--- src/verilog/fadc_params.svh ---
// constants of the flash converter output port: widths, bit positions, timing counts
`ifndef FADC_PARAMS_SVH
`define FADC_PARAMS_SVH

// ---------------------------------------------------------------------------
// widths, bit positions and code values
// ---------------------------------------------------------------------------
`define FADC_RES_W          8
`define FADC_NUM_CMP        255
`define FADC_RESULT_MSB     7
`define FADC_RESULT_LSB     0
`define FADC_CODE_TOP       8'hFF
`define FADC_CODE_RST       8'h00

// ---------------------------------------------------------------------------
// timing
// ---------------------------------------------------------------------------
`define FADC_MCLK_NS        8
`define FADC_APERTURE_NS    25
// fixed delay, rounded down to whole cycles, never below one
`define FADC_APERTURE_CYC   (((`FADC_APERTURE_NS / `FADC_MCLK_NS) < 1) ? 1 : \
                             (`FADC_APERTURE_NS / `FADC_MCLK_NS))
`define FADC_AP_CNT_W       4
`define FADC_AP_CNT_RST     4'h0

`endif

--- src/verilog/fadc_pkg.sv ---
// types shared by the flash converter output port modules
package fadc_pkg;

    // -----------------------------------------------------------------------
    // comparator phase seen from the sampling clock
    // -----------------------------------------------------------------------
    typedef enum logic {
        FADC_PH_SAMPLE,
        FADC_PH_BALANCE
    } fadc_phase_t;

endpackage

--- src/verilog/fadc_enc_if.sv ---
// carrier between the conversion core and the thermometer encoder
interface fadc_enc_if #(
    parameter int NUM_CMP = 255,
    parameter int RES_W   = 8
);
    logic [NUM_CMP-1:0] thermo;
    logic               over_cmp;
    logic [RES_W-1:0]   code;
    logic               over_flag;

    modport core (output thermo, output over_cmp, input code, input over_flag);
    modport enc  (input thermo, input over_cmp, output code, output over_flag);
endinterface

--- src/verilog/fadc_encoder.sv ---
// thermometer to binary encoder with a separate overrange path
module fadc_encoder
    import fadc_pkg::*;
#(
    parameter int NUM_CMP = 255,
    parameter int RES_W   = 8
) (
    fadc_enc_if.enc bus
);
    // -----------------------------------------------------------------------
    // encoding
    // -----------------------------------------------------------------------
    // counting ones tolerates a bubble in the thermometer code, unlike a
    // single transition search, at the cost of a wider adder tree
    always_comb begin
        logic [RES_W-1:0] cnt;
        cnt = '0;
        for (int i = 0; i < NUM_CMP; i++) begin
            cnt = cnt + RES_W'(bus.thermo[i]);
        end
        bus.code = cnt;
    end

    // the overrange comparator never enters the code sum
    assign bus.over_flag = bus.over_cmp;
endmodule // fadc_encoder

--- src/verilog/fadc_port.sv ---
// digital side of the 8-bit flash converter: sampling phases, pipeline, output buffers
`include "fadc_params.svh"

// Contract
// - the result is eight bits wide with bit seven the most and bit zero the least significant.
// - the 255 thermometer comparator outputs are encoded into one of 256 binary codes.
// - the overrange flag comes from a 256th comparator kept apart from the data comparators.
// - each result appears one and a half sampling periods after the sample it belongs to.
// - once per sampling period the comparator latch moves to the output path as the input is sampled.
// - sampling clock high is the balance phase and sampling clock low is the sample phase.
// - the sample phase ends at the sampling clock rising edge after a fixed aperture delay.
// - result and flag leave through three-state buffers that can float.
// - an unconnected low-active enable reads low and an unconnected high-active enable reads high.
// - enables act without the clock; high-active low floats all, else result drives, flag needs both.
// - the overrange flag never alters the data code, which saturates at its top value.
module fadc_port
    import fadc_pkg::*;
#(
    parameter int NUM_CMP  = `FADC_NUM_CMP,
    parameter int RES_W    = `FADC_RES_W,
    parameter int AP_CYC   = `FADC_APERTURE_CYC,
    parameter int AP_CNT_W = `FADC_AP_CNT_W
) (
    input  wire logic               mclk,
    input  wire logic               rst_b,
    input  wire logic               samp_clk,
    input  wire logic [NUM_CMP-1:0] cmp_thermo,
    input  wire logic               cmp_over,
    input  wire logic               output_enable_low_active,
    input  wire logic               output_enable_low_active_drv,
    input  wire logic               output_enable_high_active,
    input  wire logic               output_enable_high_active_drv,
    output logic [RES_W-1:0]        result_bits,
    output logic [RES_W-1:0]        result_oe,
    output logic                    overrange_flag,
    output logic                    overrange_flag_oe,
    output logic                    result_valid
);
    // follows the parameter so the aperture check stays right when AP_CYC is overridden
    localparam int AP_DLY = AP_CYC;

    // -----------------------------------------------------------------------
    // sampling phases
    // -----------------------------------------------------------------------
    fadc_phase_t phase_reg;
    fadc_phase_t phase_next;
    logic        rise_evt;
    logic        fall_evt;

    always_comb begin
        phase_next = samp_clk ? FADC_PH_BALANCE : FADC_PH_SAMPLE;
    end

    always_ff @(posedge mclk or negedge rst_b) begin
        if (!rst_b) begin
            phase_reg <= FADC_PH_SAMPLE;
        end else begin
            phase_reg <= phase_next;
        end
    end

    assign rise_evt = samp_clk && (phase_reg == FADC_PH_SAMPLE);
    assign fall_evt = !samp_clk && (phase_reg == FADC_PH_BALANCE);

    // -----------------------------------------------------------------------
    // aperture delay
    // -----------------------------------------------------------------------
    logic [AP_CNT_W-1:0] ap_cnt_reg;
    logic [AP_CNT_W-1:0] ap_cnt_next;
    logic                ap_hit;

    assign ap_hit = (ap_cnt_reg == AP_CNT_W'(1));

    always_comb begin
        ap_cnt_next = ap_cnt_reg;
        if (rise_evt) begin
            ap_cnt_next = AP_CNT_W'(AP_CYC);
        end else if (ap_cnt_reg != '0) begin
            ap_cnt_next = ap_cnt_reg - AP_CNT_W'(1);
        end
    end

    always_ff @(posedge mclk or negedge rst_b) begin
        if (!rst_b) begin
            ap_cnt_reg <= `FADC_AP_CNT_RST;
        end else begin
            ap_cnt_reg <= ap_cnt_next;
        end
    end

    // -----------------------------------------------------------------------
    // conversion pipeline
    // -----------------------------------------------------------------------
    // the latch is loaded when the aperture closes; in the same cycle the
    // previous latch contents, encoded, move on, so a sample reaches the pins
    // at the falling edge one period later: 1.5 periods in all
    fadc_enc_if #(.NUM_CMP(NUM_CMP), .RES_W(RES_W)) enc_bus ();

    logic [NUM_CMP-1:0] latch_reg;
    logic [NUM_CMP-1:0] latch_next;
    logic               latch_ovr_reg;
    logic               latch_ovr_next;
    logic [RES_W-1:0]   enc_reg;
    logic [RES_W-1:0]   enc_next;
    logic               enc_ovr_reg;
    logic               enc_ovr_next;
    logic [RES_W-1:0]   out_reg;
    logic [RES_W-1:0]   out_next;
    logic               out_ovr_reg;
    logic               out_ovr_next;
    logic               latch_full_reg;
    logic               latch_full_next;
    logic               enc_full_reg;
    logic               enc_full_next;
    logic               valid_reg;
    logic               valid_next;

    assign enc_bus.thermo   = latch_reg;
    assign enc_bus.over_cmp = latch_ovr_reg;

    fadc_encoder #(.NUM_CMP(NUM_CMP), .RES_W(RES_W)) u_enc (
        .bus (enc_bus.enc)
    );

    always_comb begin
        latch_next      = latch_reg;
        latch_ovr_next  = latch_ovr_reg;
        enc_next        = enc_reg;
        enc_ovr_next    = enc_ovr_reg;
        out_next        = out_reg;
        out_ovr_next    = out_ovr_reg;
        latch_full_next = latch_full_reg;
        enc_full_next   = enc_full_reg;
        valid_next      = valid_reg;
        if (ap_hit) begin
            latch_next      = cmp_thermo;
            latch_ovr_next  = cmp_over;
            enc_next        = enc_bus.code;
            enc_ovr_next    = enc_bus.over_flag;
            latch_full_next = 1'b1;
            enc_full_next   = latch_full_reg;
        end
        if (fall_evt) begin
            out_next     = enc_reg;
            out_ovr_next = enc_ovr_reg;
            valid_next   = enc_full_reg;
        end
    end

    always_ff @(posedge mclk or negedge rst_b) begin
        if (!rst_b) begin
            latch_reg      <= '0;
            latch_ovr_reg  <= 1'b0;
            enc_reg        <= `FADC_CODE_RST;
            enc_ovr_reg    <= 1'b0;
            out_reg        <= `FADC_CODE_RST;
            out_ovr_reg    <= 1'b0;
            latch_full_reg <= 1'b0;
            enc_full_reg   <= 1'b0;
            valid_reg      <= 1'b0;
        end else begin
            latch_reg      <= latch_next;
            latch_ovr_reg  <= latch_ovr_next;
            enc_reg        <= enc_next;
            enc_ovr_reg    <= enc_ovr_next;
            out_reg        <= out_next;
            out_ovr_reg    <= out_ovr_next;
            latch_full_reg <= latch_full_next;
            enc_full_reg   <= enc_full_next;
            valid_reg      <= valid_next;
        end
    end

    assign result_bits    = out_reg;
    assign overrange_flag = out_ovr_reg;
    assign result_valid   = valid_reg;

    // -----------------------------------------------------------------------
    // output buffers
    // -----------------------------------------------------------------------
    // enables bypass the clock on purpose so a shared bus can be released
    // at once; a floating pin has no pull and shows the inverse of its last driven level
    logic en_low_eff;
    logic en_high_eff;

    assign en_low_eff  = output_enable_low_active_drv ? output_enable_low_active : 1'b0;
    assign en_high_eff = output_enable_high_active_drv ? output_enable_high_active : 1'b1;

    assign result_oe         = {RES_W{en_high_eff}};
    assign overrange_flag_oe = en_high_eff && !en_low_eff;
endmodule // fadc_port
--- config.mk ---
export PLATFORM = sky130hd
export DESIGN_NAME = fadc_port
export DESIGN_NICKNAME = d
export VERILOG_FILES = /design/src/verilog/fadc_pkg.sv /design/src/verilog/fadc_enc_if.sv /design/src/verilog/fadc_encoder.sv /design/src/verilog/fadc_port.sv
export VERILOG_INCLUDE_DIRS = /design/src /design/src/verilog
export SDC_FILE = /design/constraint.sdc
export NUM_CORES = 1
export LEC_CHECK = 0
export BUFFER_PORTS_ARGS = -buffer_cell sky130_fd_sc_hd__buf_2
export CORE_MARGIN = 2
export CORE_UTILIZATION = 40
export DETAILED_ROUTE_END_ITERATION = 16
export HOLD_SLACK_MARGIN = 0.08
export PLACE_DENSITY_LB_ADDON = 0.12
export SLEW_MARGIN = 20
export SYNTH_ARGS = -nofsm -noshare
export SYNTH_HDL_FRONTEND = slang
export SYNTH_HIERARCHICAL = 1
export SYNTH_SLANG_ARGS = --single-unit
--- constraint.sdc ---
create_clock -name mclk -period 13.83 [get_ports mclk]
set_input_delay 1.383 -clock mclk [delete_from_list [all_inputs] [get_ports mclk]]
set_output_delay 1.383 -clock mclk [all_outputs]
set_load 0.01 [all_outputs]
==> summary.md, run 1 <==
| Metric | Value |
|---|---|
| Root Driver | clkbuf_16 |
| Die height | 213 µm |
| Worst Path Class, Setup | flop to flop |
| Vias per cell | around 4.4 |
| Layout Nets | ~2,100 |
| Hold Path Cell Cnt | 1 |
| Initial antenna violation count | 15 |
| Worst-path cell chain | inv_1 -> fa_1 -> inv_1 -> ha_1 -> inv_1 -> fa_1 -> inv_1 -> fa_1 -> fa_1 -> fa_1 -> fa_1 -> fa_1 -> fa_1 -> fa_1 -> fa_1 -> inv_1 -> fa_1 -> inv_1 -> ha_1 -> a211oi_1 -> nor2_1 -> a41oi_1 -> xnor2_1 -> mux2_2 |
| CP max stage cell | fa_1 |
| Hold wc startpoint | latch_full_reg |
| Drc violations | 0 |
| Synth async-reset ratio | 100% |
| RR Endpoint | enc_reg[7] |
| Pin count of the biggest net entering global routing | 172 |
| R2R depth | 24 |
| Dpl ws | approximately 5.8 ns |
| FF-to-FF setup slack | about 5.8 ns |
| HPWL Detailed | 28,400 µm |
| Count of final hold-check violations | 0 |
| Sequential area share after synthesis | 40.3% |
| Mean Syn Cell Area | ~13 µm² |
| Dominant synthesized flop cell | dfrtp_1 |
| Vias | about 9,700 |
| H-tree levels | 2 |
| Flip-flop count of the largest register after layout | around 260 |
| Vias in the first global route | roughly 11,000 |
| Worst path most repeated cell | fa_1 |
| Delay-heaviest family, CP | adder cells |
| Setup TNS | 0 ns |
| Die span in x | 213 µm |
| Measured slew at the worst slew-check pin | roughly 1.2 ns |
| CTS tree | done |
| Critical Path RT | approximately 14 ns |
| WHS Endpoint | latch_full_reg |
| Placeable Area | ~0.043 mm² |
| Synthesized net count | around 1,800 |
| Total Routing Usage GR | between 10% and 20% |
| Full die area | between 0.04 and 0.05 mm² |
| GRT overflow | 0 |
| CP max FO | 2 |
| Postcts setup bufs | 0 |
| Area grow syn2layout | 17.7% |
| Synthesized cell area | 0.0175 mm² |
| Tcrit/Tclk final | between 50 and 60% |
| CTS-repair resized insts | 0 |
| Buf/Inv on CP | 6 |
| Row count | 76 |
| Clk_lat worst skew | approximately 0.53 ns |
| Synth warn | 6 |
| CTS Buf Count | 36 |
| Finished Layout Cells | roughly 2,200 |
| Cell variety after synth | 35 |
| Initial Utilization | 40.6% |
| Routed Antenna Nets | 0 |
| RSZ-0062 raised after global routing | false |
| Worst-path clk slew | roughly 0.060 ns |
| Max cap viols | 0 |
| Clock Tree Buf Depth | 3 |
| Multi-input gate area | about 0.009 mm² |
| Setup Viol. Count Final | 0 |
| Drt first pass iters | 4 |
| Fillers | 4,052 |
| Worst r2r src | enc_bus.thermo[0] |
| Layout cells sized above 1 | about two fifths |
| Outcome | complete, no violations |
| First-pass GRT wire length | around 59,000 µm |
| Placed Instances | roughly 2,100 |
| Wirelength per Cell | between 15 and 20 µm |
| Rel. slew slack | 18.9% |
| Clock sink total | between 200 and 300 |
| Hold Crit Class | flop to flop |
| Post-synth EDFFs | 0 |
| Post-layout min period | between 8 and 9 ns |
| Final Worst Setup Slack | around 5.8 ns |
| #FFs+latches synth | approximately 280 |
| Final wirelength | about 36,000 µm |
| Synth Instances | ~1,300 |
| I/O pin cnt | 282 |
| Worst Skew | between 0.01 and 0.015 ns |
| Gpl congestion | 0.775 |
| Cts hold-fix bufs | 0 |
| Drt first-iter violations | ~370 |
| CP peak stage delay | roughly 0.59 ns |
| Register Area | 0.00706 mm² |
| Achievable Freq | approximately 120 MHz |
| CP endpoint kind | flop |
| Arrival time at the worst endpoint | 8.41 ns |
| Final-report max-slew violation count | 0 |
| PortBufs | 281 |
| Crit path launch type | flop |
-- area by class of cell --
| cell class | count | share of cell area [%] |
|---|---|---|
| Timing Repair Buffer | 286 | 7.11 |
| Antenna cell | 9 | 0.109 |
| Sequential cell | 282 | 34.2 |
| Clock inverter | 9 | 0.461 |
| Tap cell | 585 | 3.55 |
| Multi-Input combinational cell | 607 | 42.6 |
| Inverter | 374 | 6.81 |
| Clock buffer | 50 | 5.11 |
-- metal layers --
layer,wire length (µm),track usage (%),vias to the layer above,share of wire [%]
li1,-,-,4510,-
met1,15700,22.3,4895,44
met2,16900,27.3,185,47
met3,2270,4.77,56,6.4
met4,704,4.65,14,2.0
met5,95,0,-,0.27
-- Yosys cell counts, types with 2 or more instances --
cell	number	area, µm²
inv_1	374	1400
nor2_1	4	15.0
buf_4	32	240
nor2b_1	2	12.5
nand2_1	2	7.51
nand2b_1	4	25.0
buf_2	6	30.0
mux2_2	276	3110
fa_1	241	4820
a21oi_1	5	25.0
o21ai_0	4	20.0
xnor2_1	5	43.8
dfrtp_1	282	7060
a211oi_1	2	15.0
ha_1	43	538
-- stage by stage --
step	utilization, %	cell area [µm²]	hold WS, ns
detailed placement	45.1	19500	0.447
floorplan	-	17500	0.433
global route	47.7	20600	0.512
global placement	45.1	19500	0.448
finish	47.8	20600	0.468
CTS	47.7	20600	0.469
-- worst max-delay path by stage --
stage	start	endpoint	slack (ns)	depth (start not counted)
finish	enc_bus.thermo[0]	enc_reg[7]	5.82	24
global route	enc_bus.thermo[1]	enc_reg[7]	5.42	24
CTS	enc_bus.thermo[0]	enc_reg[7]	5.75	24
detailed placement	enc_bus.thermo[1]	enc_reg[7]	5.79	24
global placement	enc_bus.thermo[0]	enc_reg[7]	5.82	24
floorplan	enc_bus.thermo[0]	enc_reg[7]	6.11	24
-- cells in the final DEF, fill, tap and decap left out, drive strengths merged --
cell / n
a21boi: 1
nand2b: 4
o21ai: 4
nand2: 2
a41oi: 1
nor3: 1
o31a: 1
or2: 1
or3: 1
clkbuf: 50
clkinv: 7
nor2: 4
ha: 43
buf: 286
a31oi: 1
bufinv: 2
fa: 241
inv: 374
xnor2: 5
a21oi: 5
or4b: 1
o21bai: 1
nor2b: 3
diode: 9
or3b: 1
nand3: 1
a211oi: 2
a31o: 1
nand3b: 1
nor3b: 1
nor4: 1
mux2: 276
o21a: 1
dfrtp: 282
a21o: 1
mux2i: 1
-- worst register-to-register path, cell delays in order (launching register included) --
cell and delay, ns:
dfrtp_1 0.34, inv_1 0.06, fa_1 0.46, inv_1 0.06, ha_1 0.17, inv_1 0.06, fa_1 0.50, inv_1 0.05
fa_1 0.50, fa_1 0.52, fa_1 0.54, fa_1 0.53, fa_1 0.52, fa_1 0.53, fa_1 0.52, fa_1 0.55
inv_1 0.05, fa_1 0.59, inv_1 0.06, ha_1 0.30, a211oi_1 0.27, nor2_1 0.11, a41oi_1 0.25, xnor2_1 0.08
mux2_2 0.26
-- cells by family (layout without fill, tap and decap cells) --
group / Yosys count / in the layout / share of synthesized area (%)
buf+inv: 413 / 719 / 9.58
fa+ha+maj: 284 / 284 / 30.6
flops: 282 / 282 / 40.3
mux: 277 / 277 / 17.8
simple gates: 22 / 22 / 0.807
compound gates: 19 / 19 / 0.700
xor+xnor: 5 / 5 / 0.250
other cells: 0 / 9 / 0
Power of run 1 is left out: the tool's default activity adds up to more than one toggle a clock period on the data nets, which glitch-free logic cannot reach.
==> inputs of run 2 (changes only) <==
==> constraint.sdc (replaced) <==
create_clock -name mclk -period 7.5 [get_ports mclk]
set_input_delay 0.75 -clock mclk [delete_from_list [all_inputs] [get_ports mclk]]
set_output_delay 0.75 -clock mclk [all_outputs]
set_load 0.01 [all_outputs]
==> run 2 against run 1 <==
Effect of this change: the flow now finishes with violations (setup timing); first-iteration DRC count decreased by 1.1%; register-to-register slack got worse by 6.0 ns; final area increased by 1.1%; fmax increased by 3.7%; via count increased by 1.3%.
==> summary.md, run 2 (synthesis gave the netlist of run 1 again) <==
| Metric | Value |
|---|---|
| Clock sink total | between 200 and 300 |
| Root Driver | clkbuf_16 |
| Placed Instances | 2,146 |
| Area grow syn2layout | 19.0% |
| Violated checks | setup timing |
| Pin count of the biggest net entering global routing | ~170 |
| Rel. slew slack | between 20% and 30% |
| Vias per cell | 4.41 |
| Routed Antenna Nets | 0 |
| Count of final hold-check violations | 0 |
| Layout cells sized above 1 | between 40% and 50% |
| Initial antenna violation count | 18 |
| Total Routing Usage GR | between 10% and 20% |
| Finished Layout Cells | between 2,000 and 2,500 |
| Met1 Resource Use GR | between 20% and 30% |
| Critical Path RT | roughly 8.0 ns |
| Hold Crit Class | input port to async pin |
| Die height | about 210 µm |
| Crit path launch type | flop |
| Clock Tree Buf Depth | 3 |
| Outcome | finished, violations left |
| Gpl congestion | approximately 0.75 |
| Placeable Area | 0.0432 mm² |
| Setup Viol. Count Final | 5 |
| CTS Buf Count | 35 |
| Fillers | 3,981 |
| Drt first-iter violations | 361 |
| Clk_lat worst skew | between 0.5 and 0.6 ns |
| Drt first pass iters | 4 |
| Layout Nets | 2,153 |
| Final core utilization | between 40 and 50% |
| Tcrit/Tclk final | 103% |
| Die span in x | ~210 µm |
| Final-report max-slew violation count | 0 |
| First-pass GRT wire length | between 50,000 and 60,000 µm |
| HPWL Detailed | ~28,000 µm |
| CP endpoint kind | flop |
| Worst Path Class, Setup | flop to flop |
| CTS tree | done |
| Measured slew at the worst slew-check pin | 1.19 ns |
| Final Worst Setup Slack | -0.225 ns |
| Flip-flop count of the largest register after layout | roughly 260 |
| Post-layout min period | roughly 7.7 ns |
| H-tree levels | 2 |
| Vias in the first global route | approximately 11,000 |
| Commonest non-fill, non-tap cells in the layout | inv_1, dfrtp_1, buf_2, mux2_2, fa_1 |
| Most common cell after layout, fill and taps aside | inv_1 |
| Achievable Freq | 129 MHz |
| GRT Max-Usage Layer | met2 |
| Drc violations | 0 |
| Met3 Use GR | 4.66% |
| Initial Utilization | 40.6% |
| Row count | 76 |
| Max cap viols | 0 |
| RSZ-0062 raised after global routing | true |
| PortBufs | 281 |
| CP max FO | 2 |
| Full die area | roughly 0.045 mm² |
| Worst-path clk slew | about 0.060 ns |
| GRT overflow | 0 |
| Arrival time at the worst endpoint | around 8.2 ns |
| Final wirelength | 35,900 µm |
| Wirelength per Cell | approximately 16 µm |
| Cts hold-fix bufs | 0 |
| Worst Skew | 0.0147 ns |
| I/O pin cnt | between 200 and 300 |
| GR Layer Usage met2 | between 20 and 30% |
| Vias | a little under 10,000 |
## run 2: changes by cell type in the layout (fill, tap and decap cells not counted), sizes merged
cell | previous run | this run
buf | 286 | 306
bufinv | 2 | 0
clkbuf | 50 | 56
clkinv | 7 | 4
diode | 9 | 6
## run 2: final cells by class
cell class	instances	area [µm²]	share of cell area [%]
multi-input combinational	607	8910	42.7
sequential	282	7060	33.8
timing repair buffer	306	1630	7.81
inverter	374	1400	6.73
clock buffer	56	1090	5.21
tap	585	732	3.51
clock inverter	4	20.0	0.0960
antenna	6	15.0	0.0720
## run 2: stage by stage
stage	worst slack [ns]	TNS, ns	cell area (µm²)	hold slack [ns]
final	-0.225	-0.596	20900	0.166
after global routing	-0.484	-2.14	20800	0.199
after CTS	-0.285	-0.801	20800	0.176
after detailed placement	-0.347	-1.22	19600	0.451
after global placement	-0.280	-0.959	19600	0.449
after floorplan	0.0268	0	17600	0.433
## run 2: path summary, 6_finish.rpt
path                                      from                   to  slack, ns  cells after the start
hold reg to reg                 latch_full_reg       latch_full_reg       0.46                      1
max in group asynchronous                rst_b  enc_bus.thermo[125]       5.90                      2
hold / removal                           rst_b   enc_bus.thermo[39]       0.17                      1
setup reg to reg           enc_bus.thermo[141]           enc_reg[6]      -0.23                     27
min in group mclk                     samp_clk            phase_reg       0.34                      1
setup / recovery           enc_bus.thermo[141]           enc_reg[6]      -0.23                     27
## run 2: worst max-delay path: stages (launching register included)
cell,delay (ns)
dfrtp_1,0.40
fa_1,0.54
inv_1,0.05
fa_1,0.48
inv_1,0.05
fa_1,0.47
inv_1,0.05
fa_1,0.50
inv_2,0.06
fa_2,0.58
inv_2,0.04
fa_1,0.47
inv_1,0.05
fa_1,0.48
inv_1,0.05
fa_2,0.52
fa_1,0.45
fa_1,0.47
fa_1,0.49
inv_1,0.04
ha_2,0.17
inv_2,0.05
fa_2,0.22
nor2b_4,0.05
o31a_1,0.25
or4b_1,0.47
nand3_1,0.10
mux2_4,0.14
## run 2: routing by layer
layer	routed length, µm	vias up
met2	17000	181
met5	152	-
met1	15900	4984
met3	2170	59
li1	-	4535
met4	657	24
## run 2: timing repair
action / CTS / global route
setup buffers: 7 / 1
pin swaps: 35 / 10
resized for setup: 34 / 6
setup endpoints to repair: 6 / 7
Power of run 2 is left out for the same reason.
==> inputs of run 3 (changes only) <==
--- a/config.mk
+++ b/config.mk
@@ -6,6 +6,7 @@
 export SDC_FILE = /design/constraint.sdc
 export NUM_CORES = 1
 export LEC_CHECK = 0
+export ABC_AREA = 1
 export BUFFER_PORTS_ARGS = -buffer_cell sky130_fd_sc_hd__buf_2
 export CORE_MARGIN = 2
 export CORE_UTILIZATION = 40
==> run 3 against run 2 <==
Effect of this change: the run now ends clean; first-iteration DRC count up 60%; synthesized cell count up 49%; count of clock-buffer cells in the layout down 2; clock skew up 0.0012 ns; sequential share of layout area down 0.51 points.
==> summary.md, run 3 <==
| Metric | Value |
|---|---|
| Commonest non-fill, non-tap cells in the layout | nand2_1, inv_1, dfrtp_1, buf_2, nand3_1 |
| Drc violations | 0 |
| Vias per cell | 4.55 |
| CTS tree | done |
| Layout Nets | 2,723 |
| Area contributors post-synth | dfrtp_1, fa_1, nand2_1, inv_1, nand3_1 |
| Synthesized cell area | approximately 0.018 mm² |
| Clock sink total | about 280 |
| Cell variety after synth | 26 |
| CP endpoint kind | flop |
| First-pass GRT wire length | 74,300 µm |
| HPWL Detailed | roughly 35,000 µm |
| Setup TNS | 0 ns |
| Final Worst Setup Slack | roughly 0.08 ns |
| Tcrit/Tclk final | 98.9% |
| GRT overflow | 0 |
| WL met1 | about 21,000 µm |
| Post-synth EDFFs | 0 |
| Clk_lat worst skew | 0.54 ns |
| Crit path launch type | flop |
| Fillers | ~4,400 |
| Vias in the first global route | between 10,000 and 15,000 |
| Synthesized net count | about 2,500 |
| Measured slew at the worst slew-check pin | roughly 1.1 ns |
| Routed wire length on met2 | about 22,000 µm |
| Synth Area in Adders | between 20% and 30% |
| Synth Instances | 1,942 |
| Row count | 78 |
| Post-synthesis xor/xnor area fraction | less than 1% |
| Synth area leader | dfrtp_1 |
| RSZ-0062 raised after global routing | true |
| I/O pin cnt | between 200 and 300 |
| Main combinational cell family by area after synthesis | adder cells |
| Die height | around 220 µm |
| Total Routing Usage GR | approximately a fifth |
| Gpl congestion | between 0.8 and 0.9 |
| Die span in x | 217 µm |
| Clock Tree Buf Depth | 3 |
| Rel. slew slack | a little under 30% |
| Vias | roughly 13,000 |
| Layout cells sized above 1 | around 18% |
| Initial antenna violation count | 6 |
| Worst Skew | between 0.015 and 0.02 ns |
| Flip-flop count of the largest register after layout | approximately 260 |
| CTS Buf Count | 35 |
| Dpl ws | -0.211 ns |
| #FFs+latches synth | around 280 |
| Count leader, synth | nand2_1 |
| Synth Area in Compound Gates | 0.400% |
| Synth async-reset ratio | 100% |
| Max cap viols | 0 |
| Post-layout min period | 7.42 ns |
| Arrival time at the worst endpoint | between 7 and 8 ns |
| Outcome | complete, no violations |
| Mean Syn Cell Area | 9.34 µm² |
| Pin count of the biggest net entering global routing | ~150 |
| Drt first-iter violations | around 580 |
| Full die area | roughly 0.047 mm² |
| Synth top area share | between 30 and 40% |
| Hold Crit Class | input port to async pin |
| Post-Synth Simple-Gate Area | 19.9% |
| Synth warn | 6 |
| Root Driver | clkbuf_16 |
| Top cells by count, synth | nand2_1, inv_1, dfrtp_1 |
| Cts hold-fix bufs | 0 |
| FF-to-FF setup slack | about 0.079 ns |
| Wire length on met3 | roughly 2100 µm |
| Achievable Freq | around 130 MHz |
| Count of final hold-check violations | 0 |
| Final wirelength | between 40,000 and 50,000 µm |
| PortBufs | 281 |
| Multiplexer area fraction after synthesis | 0% |
| Placeable Area | around 0.045 mm² |
| H-tree levels | 2 |
| Setup Viol. Count Final | 0 |
| Dominant synthesized flop cell | dfrtp_1 |
| Most common cell after layout, fill and taps aside | nand2_1 |
| Area grow syn2layout | 16.7% |
| Hold slack | about 0.15 ns |
| Initial Utilization | roughly 40% |
| Drt first pass iters | 5 |
| Final-report max-slew violation count | 0 |
| Wirelength per Cell | about 16 µm |
| Top sig layer | met5 |
| Worst Path Class, Setup | flop to flop |
| Worst-path clk slew | 0.06 ns |
| Routed Antenna Nets | 0 |
| Critical Path RT | just under 8 ns |
| CP max FO | 3 |
| Sequential area share after synthesis | about two fifths |
[run 3: what timing repair did]
item	CTS	global route
gates resized for setup	8	21
hold endpoints to repair	0	0
pin swaps	20	32
setup endpoints to repair	6	7
buffers inserted	0	1
[run 3: final timing paths]
check / start / endpoint / depth (start not counted)
max: enc_bus.thermo[3] / enc_reg[5] / 27
min: rst_b / phase_reg / 1
max reg2reg: enc_bus.thermo[3] / enc_reg[5] / 27
min reg2reg: latch_full_reg / latch_full_reg / 2
max in group asynchronous: rst_b / enc_bus.thermo[203] / 2
min in group mclk: samp_clk / phase_reg / 1
[run 3: layout make-up]
cell class	count	area (µm²)	area share [%]
Timing Repair Buffer	296	1540	7.28
Multi-Input combinational cell	1165	9210	43.5
Antenna cell	3	7.51	0.0355
Clock buffer	54	1070	5.05
Tap cell	600	751	3.55
Sequential cell	282	7060	33.3
Inverter	396	1490	7.02
Clock inverter	5	57.6	0.272
[run 3: per-stage QoR]
stage / instance area, µm² / cells / utilization, %
after global placement: 20000 / 2738 / 44.3
after global routing: 21200 / 2800 / 47.0
after CTS: 21100 / 2797 / 46.8
after detailed placement: 20000 / 2738 / 44.3
final: 21200 / 2801 / 47.0
after floorplan: 18100 / 1942 / -
[run 3: cells by family after synthesis]
group           count (synthesis)
fa+ha+maj                     284
flops                         282
compound gates                 14
xor+xnor                        5
simple gates                  862
buf+inv                       495
[run 3: per-layer routing]
layer / GRT usage (%) / vias to the layer above
met5: 0 / -
li1: - / 6204
met1: 28.2 / 6244
met3: 3.87 / 59
met2: 33.7 / 247
met4: 4.77 / 2
[run 3: critical path: stages (launching register included)]
cell	delay, ns
dfrtp_1	0.36
inv_2	0.05
fa_1	0.54
inv_1	0.05
ha_2	0.19
inv_2	0.05
fa_1	0.41
inv_2	0.08
fa_2	0.46
fa_2	0.61
fa_2	0.45
fa_2	0.60
fa_2	0.44
fa_2	0.59
fa_1	0.44
fa_1	0.51
inv_1	0.05
fa_1	0.56
inv_1	0.06
ha_1	0.27
nand2_1	0.06
nand2_2	0.08
nand3b_1	0.10
nand2_1	0.07
nand2_1	0.04
nand2_1	0.05
nand3_1	0.07
nand2_1	0.12
Power of run 3 is left out for the same reason.
